`config.mk`:
```
export PLATFORM = sky130hd
export DESIGN_NAME = cfid_regs
export DESIGN_NICKNAME = d
export VERILOG_FILES = /design/src/common/cfid_pkg.sv /design/src/core/cfid_regs.sv
export VERILOG_INCLUDE_DIRS = /design/src /design/src/common
export SDC_FILE = /design/constraint.sdc
export NUM_CORES = 1
export LEC_CHECK = 0
export BUFFER_PORTS_ARGS = -buffer_cell sky130_fd_sc_hd__buf_2
export CAP_MARGIN = 20
export CORE_MARGIN = 5
export CORE_UTILIZATION = 36
export CTS_BUF_LIST = sky130_fd_sc_hd__clkbuf_16
export CTS_CLUSTER_DIAMETER = 30
export DETAILED_ROUTE_END_ITERATION = 12
export GPL_TIMING_DRIVEN = 0
export PLACE_DENSITY_LB_ADDON = 0.25
export SYNTH_ARGS = -nofsm -noshare
export SYNTH_HDL_FRONTEND = slang
export SYNTH_SLANG_ARGS = --single-unit
```
`constraint.sdc`:
```
create_clock -name mclk -period 0.8 [get_ports mclk]
set_input_delay 0 -clock mclk [delete_from_list [all_inputs] [get_ports mclk]]
set_output_delay 0 -clock mclk [all_outputs]
set_load 0.05 [all_outputs]
```
`src/common/cfid_consts.svh`:
```
// Purpose: constants of the feature identification register bank
// Assumes: included by its bare name
// Notes: field positions are low bit indexes of 4-bit fields
`ifndef CFID_CONSTS_SVH
`define CFID_CONSTS_SVH

// system register encodings, op0 op1 crn crm op2
`define CFID_OP0 2'h3
`define CFID_OP1 3'h0
`define CFID_CRN 4'h0
`define CFID_ISA_CRM 4'h6
`define CFID_ISA_OP2 3'h0
`define CFID_MMF_CRM 4'h7
`define CFID_MMF_OP2 3'h1
`define CFID_DBG_CRM 4'h1
`define CFID_DBG_OP2 3'h2

// instruction feature fields
`define CFID_CKSUM_POS 16
`define CFID_SHA256_POS 12
`define CFID_SHA160_POS 8
`define CFID_CIPHER_POS 4

// memory model fields
`define CFID_PAN_POS 20
`define CFID_LOR_POS 16
`define CFID_HPD_POS 12
`define CFID_VHE_POS 8
`define CFID_GID_POS 4
`define CFID_HWUPD_POS 0

// narrow debug fields
`define CFID_PMU_POS 24
`define CFID_MPDBG_POS 20
`define CFID_MMTRC_POS 16
`define CFID_SRTRC_POS 12
`define CFID_LMDBG_POS 8

// field codes
`define CFID_NONE 4'h0
`define CFID_ONE 4'h1
`define CFID_TWO 4'h2
`define CFID_PMU_V3_16 4'h4
`define CFID_PMU_IMPDEF 4'hF
`define CFID_GID_8 4'h0
`define CFID_GID_16 4'h2

`endif

```
`src/common/cfid_pkg.sv`:
```
// Purpose: types of the feature identification register bank
// Assumes: nothing
// Notes: answer kinds of a system register read
package cfid_pkg;

typedef enum logic [3:0] {
    CFID_ANS_IDLE = 4'h1,
    CFID_ANS_DATA = 4'h2,
    CFID_ANS_TRAP = 4'h4,
    CFID_ANS_UNDEF = 4'h8
} cfid_answer_t;

typedef logic [1:0] cfid_level_t;

endpackage

```
`src/core/cfid_regs.sv`:
```
// Purpose: read-only feature identification registers with trap and access checks
// Assumes: one system register read request at a time, sampled on mclk
// Notes: answer one cycle after the request; writes are answered as undefined
`timescale 1ns/1ns
`default_nettype none
`include "cfid_consts.svh"

// Summary of operation
// instruction register bits 15:12 report 256-bit hash, 0 none, 1 present.
// instruction register bits 11:8 report 160-bit hash, 0 none, 1 present.
// instruction register bits 7:4 report cipher: 0, 1 rounds, 2 plus multiply.
// checksum field bits 19:16 report all eight checksum instructions; later revision 1.
// registers are read only through the read instruction; no write path.
// decode instruction and memory model registers at their encodings.
// levels 1 to 3 may read; level 0 is refused; level 1 not under host traps; level 2 is also refused when world_select_bit is clear.
// guest level-1 reads trap to level 2 when the id trap bit is set.
// memory model bits 23:20 report privileged-access-never; later revision 1.
// memory model bits 19:16 report ordering regions; later revision 1.
// memory model bits 15:12 report hierarchical permission disables.
// memory model bits 11:8 report host virtualization extensions.
// memory model bits 7:4 give guest id width, 0 for 8, 2 for 16.
// memory model bits 3:0 give hardware access and dirty update level.
// debug bits 27:24 give monitor version; later revision permits 0, 4, 15.
// debug bits 23:20 microcontroller debug always read zero.
// debug bits 19:16 report memory-mapped trace.
// debug bits 15:12 report system register trace.
// debug bits 11:8 legacy mapped debug read zero.
// the 64-bit view of the debug register equals the 32-bit one.
// without 32-bit state the debug register may read any value.
// reserved bits read zero and ignore updates.
module cfid_regs
    import cfid_pkg::*;
#(
    parameter bit REV_LATER = 1'b1,
    parameter logic [3:0] SHA256_CODE = 4'h1,
    parameter logic [3:0] SHA160_CODE = 4'h1,
    parameter logic [3:0] CIPHER_CODE = 4'h2,
    parameter logic [3:0] CKSUM_CODE = 4'h1,
    parameter logic [3:0] GID_CODE = 4'h2,
    parameter logic [3:0] HWUPD_CODE = 4'h2,
    parameter logic [3:0] PMU_CODE = 4'h4,
    parameter logic [3:0] MMTRC_CODE = 4'h1,
    parameter logic [3:0] SRTRC_CODE = 4'h1,
    parameter bit HAS_NARROW_STATE = 1'b1,
    parameter bit HAS_LEVEL2 = 1'b1
)
(
    // clock and reset
    input wire logic mclk,
    input wire logic sys_rst,
    // system register request
    input wire logic req_valid,
    input wire logic req_write,
    input wire logic [1:0] req_op0,
    input wire logic [2:0] req_op1,
    input wire logic [3:0] req_crn,
    input wire logic [3:0] req_crm,
    input wire logic [2:0] req_op2,
    input wire logic [1:0] req_level,
    // controls from the level-2 and level-3 configuration
    input wire logic world_select_bit,
    input wire logic host_at_level2_enable,
    input wire logic trap_general_exceptions,
    input wire logic id_read_trap_enable,
    // answer
    output logic rsp_valid,
    output logic [63:0] rsp_data,
    output logic rsp_trap_level2,
    output logic rsp_undefined
);

    logic [63:0] isa_value;
    logic [63:0] mmf_value;
    logic [31:0] dbg_value;
    logic hit_isa;
    logic hit_mmf;
    logic hit_dbg;
    logic hit_any;
    logic lvl1_na;
    logic lvl1_trap;
    logic deny;
    cfid_answer_t ans_next;
    logic [63:0] data_next;

    function automatic logic [3:0] rev_only(input logic [3:0] code);
        rev_only = REV_LATER ? code : `CFID_NONE;
    endfunction

    function automatic logic [63:0] put4(input logic [3:0] code, input int pos);
        put4 = 64'h0;
        put4[pos +: 4] = code;
    endfunction

    // fixed values; unlisted ranges stay zero and have no storage
    always_comb
    begin
        isa_value = 64'h0;
        isa_value = isa_value | put4(SHA256_CODE, `CFID_SHA256_POS);
        isa_value = isa_value | put4(SHA160_CODE, `CFID_SHA160_POS);
        isa_value = isa_value | put4(CIPHER_CODE, `CFID_CIPHER_POS);
        isa_value = isa_value | put4(REV_LATER ? `CFID_ONE : CKSUM_CODE, `CFID_CKSUM_POS);
    end

    always_comb
    begin
        mmf_value = 64'h0;
        mmf_value = mmf_value | put4(rev_only(`CFID_ONE), `CFID_PAN_POS);
        mmf_value = mmf_value | put4(rev_only(`CFID_ONE), `CFID_LOR_POS);
        mmf_value = mmf_value | put4(rev_only(`CFID_ONE), `CFID_HPD_POS);
        mmf_value = mmf_value | put4(rev_only(`CFID_ONE), `CFID_VHE_POS);
        mmf_value = mmf_value | put4(rev_only(GID_CODE), `CFID_GID_POS);
        mmf_value = mmf_value | put4(rev_only(HWUPD_CODE), `CFID_HWUPD_POS);
    end

    always_comb
    begin
        logic [3:0] pmu;
        logic [63:0] wide;
        wide = 64'h0;
        pmu = PMU_CODE;
        if (REV_LATER && (PMU_CODE != `CFID_NONE) && (PMU_CODE != `CFID_PMU_V3_16)
            && (PMU_CODE != `CFID_PMU_IMPDEF))
        begin
            pmu = `CFID_PMU_V3_16;
        end
        wide = wide | put4(pmu, `CFID_PMU_POS);
        wide = wide | put4(`CFID_NONE, `CFID_MPDBG_POS);
        wide = wide | put4(MMTRC_CODE, `CFID_MMTRC_POS);
        wide = wide | put4(SRTRC_CODE, `CFID_SRTRC_POS);
        wide = wide | put4(`CFID_NONE, `CFID_LMDBG_POS);
        // without 32-bit state the contents are free; zero is chosen
        dbg_value = HAS_NARROW_STATE ? wide[31:0] : 32'h0;
    end

    // encoding decode
    always_comb
    begin
        logic common;
        common = (req_op0 == `CFID_OP0) && (req_op1 == `CFID_OP1) && (req_crn == `CFID_CRN);
        hit_isa = common && (req_crm == `CFID_ISA_CRM) && (req_op2 == `CFID_ISA_OP2);
        hit_mmf = common && (req_crm == `CFID_MMF_CRM) && (req_op2 == `CFID_MMF_OP2);
        hit_dbg = common && (req_crm == `CFID_DBG_CRM) && (req_op2 == `CFID_DBG_OP2);
        hit_any = hit_isa || hit_mmf || hit_dbg;
    end

    // access permission and trapping
    always_comb
    begin
        lvl1_na = world_select_bit && trap_general_exceptions;
        lvl1_trap = HAS_LEVEL2 && world_select_bit && id_read_trap_enable
            && (!host_at_level2_enable || !trap_general_exceptions);
        deny = (req_level == 2'h0) || ((req_level == 2'h1) && lvl1_na)
            || ((req_level == 2'h2) && !world_select_bit);
    end

    always_comb
    begin
        ans_next = CFID_ANS_IDLE;
        data_next = 64'h0;
        if (req_valid)
        begin
            if (!hit_any || req_write || deny)
            begin
                ans_next = CFID_ANS_UNDEF;
            end
            else if ((req_level == 2'h1) && lvl1_trap)
            begin
                ans_next = CFID_ANS_TRAP;
            end
            else
            begin
                ans_next = CFID_ANS_DATA;
                if (hit_isa)
                begin
                    data_next = isa_value;
                end
                else if (hit_mmf)
                begin
                    data_next = mmf_value;
                end
                else
                begin
                    data_next = {32'h0, dbg_value};
                end
            end
        end
    end

    always_ff @(posedge mclk or posedge sys_rst)
    begin
        if (sys_rst)
        begin
            rsp_valid <= 1'b0;
            rsp_trap_level2 <= 1'b0;
            rsp_undefined <= 1'b0;
            rsp_data <= 64'h0;
        end
        else
        begin
            rsp_valid <= req_valid;
            rsp_trap_level2 <= (ans_next == CFID_ANS_TRAP);
            rsp_undefined <= (ans_next == CFID_ANS_UNDEF);
            rsp_data <= data_next;
        end
    end

endmodule
`default_nettype wire

```
After elaboration in Yosys (flattened, before gate mapping)
Cells that the tools add are included.
W data, S select, Z words.

operators by class
  equality and inequality tests = 10
  mux-type cells = 8
  reductions and logical operators = 29

operators with widths
  kind                  count
  $mux W27              5
  $logic_and A1 B1 Y1   14
  $eq A4 B3 Y1 const B  3
  $mux W4               2
  $logic_or A1 B1 Y1    7
  $logic_not A3 Y1      2
  $eq A2 B2 Y1 const B  2
  $eq A4 B1 Y1 const B  1
  $eq A4 B4 Y1 const B  1
  $logic_not A1 Y1      4
  $logic_not A4 Y1      1
  $eq A3 B1 Y1 const B  1
  $eq A3 B2 Y1 const B  1
  $mux W3               1
  $eq A2 B1 Y1 const B  1
  $logic_not A2 Y1      1

word-level totals
  output and inout port bits = 67
  input port bits = 26
  register bits = 67

Longest topological paths before layout
  depth after elaboration = 13
  depth in mapped cells = 4
  mapped depth without buffers = 4

Least setup slack after synthesis
No wires, ideal clock.

  kind = input-to-reg
  from = input req_crn[3]
  to = register rsp_data[20]
  setup slack = -174 ps
  required time = 732 ps
  arrival time = 906 ps
  stages = 4
  path buffers = 0
  library setup time = 68 ps
  cells stage by stage = nor4_2 > nand3_1 > nor4b_2 > and4_1

between the ends
  cells in the longest elaborated chain, start to end = 11
  elaborated cells on any way between the ends = 18
  those cells by class = 5 x mux; 13 x reduce/logical

RTL lines
  element                                               line                                source
  start, declared                                       cfid_regs.sv:56                     input wire logic [3:0] req_crn,
  $logic_not A4 Y1 (no line) *                          n/a
  $logic_and A1 B1 Y1 *                                 cfid_regs.sv:139                    common = (req_op0 == `CFID_OP0) && (req_op1 == `CFID_OP1) && (req_crn == `CFID_CRN);
  $logic_and A1 B1 Y1 (on tied branches) (2 in series)  cfid_regs.sv:140, cfid_regs.sv:141
  $logic_or A1 B1 Y1 (2 in series)                      cfid_regs.sv:143                    hit_any = hit_isa || hit_mmf || hit_dbg;
  $logic_not A1 Y1                                      cfid_regs.sv:162                    if (!hit_any || req_write || deny)
  $logic_or A1 B1 Y1 (2 in series)                      cfid_regs.sv:162
  $mux W27 *                                            cfid_regs.sv:162
  $mux W27 *                                            cfid_regs.sv:160                    if (req_valid)
  end signal, assigned                                  cfid_regs.sv:203                    rsp_data <= data_next;
  end, declared                                         cfid_regs.sv:67                     output logic [63:0] rsp_data,

Every way passes the cells marked *; elsewhere a longest branch is shown, timed or not.

Worst setup path in the final report
  from = register rsp_data[8]
  to = output rsp_data[8]

No word-level cell between the ends.

==> summary.md <==
Synthesis produced 93 cells. The post-route minimum period was 0.897 ns. At the end of routability-driven placement, the weighted congestion stood at 0.666. In this run the tool buffered the top-level ports with 35 buffer cells. The kind of cell with the highest combined delay along the critical path is flip-flops. The peak per-stage delay on the critical path is 0.41 ns, and the worst setup slack after placement is -0.381 ns. Diode insertion count for antenna repair: 0. Cell type of the slowest stage on the worst timing path: sky130_fd_sc_hd__dfrtp_2. The run gives 1.95 mm as the post-detailed-routing wire length. By area the synthesized netlist is led by sky130_fd_sc_hd__buf_4 (55%), sky130_fd_sc_hd__dfrtp_1 (21%), sky130_fd_sc_hd__nor4_2 (3.1%). The synthesized design contains 0 enable-type register cells.

Initial cell density of the core: 37.2%. The setup-violating endpoint count in the final report came out at 7. The total power was 2180 uW.

Counting flops with an async set or reset pin after synthesis yields a share of 100%. The vertical die dimension works out to 57.6 um. The logs give 218 for the total number of nets in the final design and 0.00332 mm2 for the area enclosed by the die boundary. The tools report the leakage power as 0.000908 uW.

The class of the tightest hold or removal check is in -> reg. Sequential elements use 21.5% of the synthesized area. The filler-free cell count of the finished design came out at 219. The number of different library cells used by synthesis comes to 22. In this run the count of I/O pins placed on the die edge is 93.

STA puts the critical path data required time at 0.80 ns. Setup repair after global routing could not meet its margin everywhere. The worst setup path is captured at an output port. The first global-routing pass estimated 2.84 mm of wire. Registers are responsible for 16.7% of the overall power. Dividing the detail-routed via count by the number of cells gives 3.26. The initialized floorplan defines 17 standard-cell rows. Dominant register cell in the synthesized netlist: sky130_fd_sc_hd__dfrtp_1.

Walking the worst path, the cells encountered are buf_6 -> buf_8. The iteration-0 DRC count of the detailed router came out at 1. Entering global routing, the biggest net connects 8 pins. In this run the remaining antenna-violating nets after routing total 0. The worst path uses 112% of the clock period. The run gives 0.00109 V as the peak supply drop. The final reports fail on negative setup slack. Of all nets on the critical path, the largest fanout is 2.

Yosys printed 0 warnings. Across the run, the number of max-cap violations was 0. TritonCTS built the clock tree.

The synthesized design contains 7 register bits. Averaged over all synthesized cells, the footprint is 8.77 um2. The critical path starts at rsp_data[8].

The number of buffers on the longest clock path is 2, and the switching power as a share of total power is 40.7%. Endpoint with the worst hold slack: rsp_undefined. At the pin with the least slew margin, the transition time is 0.594 ns.

The run gives 1 as the maximum level of the CTS H-tree. Of the cells placed in the final design, the portion with a size suffix greater than 1 is 58.6%. The logs give 706 for the via count of the first global-routing pass and 0 for the total global routing overflow.

The cell chosen for the clock root was sky130_fd_sc_hd__clkbuf_16. The number of sinks handled by clock tree synthesis was 7. The number of iterations in the first detailed-routing pass came out at 3.

The worst hold path begins at req_valid. Initial antenna violation count: 0. The synthesized design devotes to its leading area cell type 55.2% of total area. The worst setup path is of the reg -> out kind. The run gives 713 as the total via count in the routed design.

The portion of total power attributed to combinational logic is 45.9%, and the total standard cell area after synthesis is 816 um2. In this run the tightest slew margin relative to its limit is 60.4%. The final hold violation count is 0. The CTS clock-pin slew for the worst setup and hold paths is 0.03 ns. For the share of power burned in the clock network, the log shows 37.4%. For the internal power, the log shows 1290 uW. Summed over all nets, the half-perimeter wirelength after detailed placement is 1.67 mm. The logs give 886 uW for the power spent charging and discharging nets and 0.00219 mm2 for the core area.

The final worst-path setup slack was -0.0975 ns. In the routed design, unresolved DRC markers number 0. Along the worst hold path, the cell count comes to 2. From left edge to right edge, the die measures 57.6 um. The total routing usage reported by global routing is 10.8%. The flow ran to the end, but the final reports show violations. The max-slew violation total from the final report is 0, and the TritonCTS buffer count is 3. Counting both buffers and inverters, the worst setup path holds a total of 2. The endpoint arrival time on the critical path was 0.90 ns. Power spread over the standard cell area amounts to 1450 mW/mm2. STA classifies the critical path startpoint as a register. The largest total area in the synthesized netlist belongs to sky130_fd_sc_hd__buf_4. Based on the critical path, the design can be clocked at up to 1110 MHz.

In the final routed layout, each cell accounts on average for 8.89 um. After detailed placement, the design holds a cell count of 212. The area overhead of the layout relative to synthesis is 84.4%.
sequential cells by signal, indices dropped and copies added (netlist names):
register and count:
rsp_data 4, rsp_trap_level2 1, rsp_valid 1, rsp_undefined 1
what timing repair did:
item,CTS,global route
cloned,0,0
setup buffers,1,0
endpoints found under the setup margin,13,15
pin swaps,8,4
resized for setup,20,20
hold buffers,2,0
hold endpoints to repair,8,0
through the flow:
| stage | area [um2] | util (%) | hold WS, ns | TNS (ns) |
|---|---|---|---|---|
| after CTS | 1460 | 66.6 | 0.0527 | -0.533 |
| after global placement | 1270 | 58.1 | -0.0782 | -1.85 |
| final | 1500 | 68.6 | 0.0586 | -0.500 |
| after detailed placement | 1270 | 58.1 | -0.0747 | -1.99 |
| after global routing | 1500 | 68.6 | 0.0650 | -1.09 |
| after floorplan | 1060 | - | -0.197 | -0.668 |
cell families (layout without fill, tap and decap cells):
kind of cell / count (synthesis) / count (layout) / share of synthesized area, %
buffers and inverters: 62 / 104 / 56.1
and+or+nand+nor: 16 / 16 / 16.6
DFF: 7 / 7 / 21.5
AOI/OAI and AO/OA: 6 / 6 / 4.30
other: 1 / 57 / 0.460
xor gates and xnor gates: 1 / 1 / 1.07
placed cells by master (no fill, tap or decap), types with 3 or more instances in the layout:
cell type / Yosys / layout
sky130_fd_sc_hd__buf_2: 0 / 22
sky130_fd_sc_hd__buf_8: 0 / 5
sky130_fd_sc_hd__conb_1: 1 / 57
sky130_fd_sc_hd__a21oi_1: 4 / 3
sky130_fd_sc_hd__clkbuf_16: 0 / 3
sky130_fd_sc_hd__buf_6: 0 / 8
sky130_fd_sc_hd__buf_4: 60 / 61
sky130_fd_sc_hd__inv_1: 2 / 3
sky130_fd_sc_hd__dfrtp_1: 7 / 5
synth_stat cells (all sizes together) (2+ instances only):
cell type,instances
inv,2
nor4,2
and3,3
a21oi,4
dfrtp,7
nor4b,2
buf,60
area by class of cell:
type                    instances  area (um2)
clock inverters                 1        3.75
plain buffers                  60         462
repair buffers                 38         292
clock buffers                   3        75.1
fillers                       166         687
multi-input cells              80         452
flip-flops and latches          7         178
inverters                       2        7.51
well taps                      28        35.0
metal layers:
metal	global-route usage, %	vias to the layer above	routed length [um]
met1	10.7	290	597
met4	3.97	0	0
met5	0	-	0
met2	20.6	42	1150
li1	-	381	-
met3	3.17	0	195
worst max path at each step:
stage / end / slack, ns / cells after the start
after floorplan: rsp_data[20] / -0.16 / 4
after global placement: rsp_data[20] / -0.36 / 5
after detailed placement: rsp_data[26] / -0.38 / 5
after CTS: rsp_data[16] / -0.07 / 2
after global routing: rsp_data[20] / -0.19 / 5
final: rsp_data[8] / -0.1 / 2
power groups by stage:
stage | sequential [uW] | clock (uW) | combinational, uW
floorplan | 386 | 0 | 841
global placement | 366 | 0 | 946
detailed placement | 367 | 0 | 951
CTS | 362 | 834 | 972
global route | 364 | 842 | 1050
finish | 363 | 815 | 1000
(Power assumes the default switching activity.)
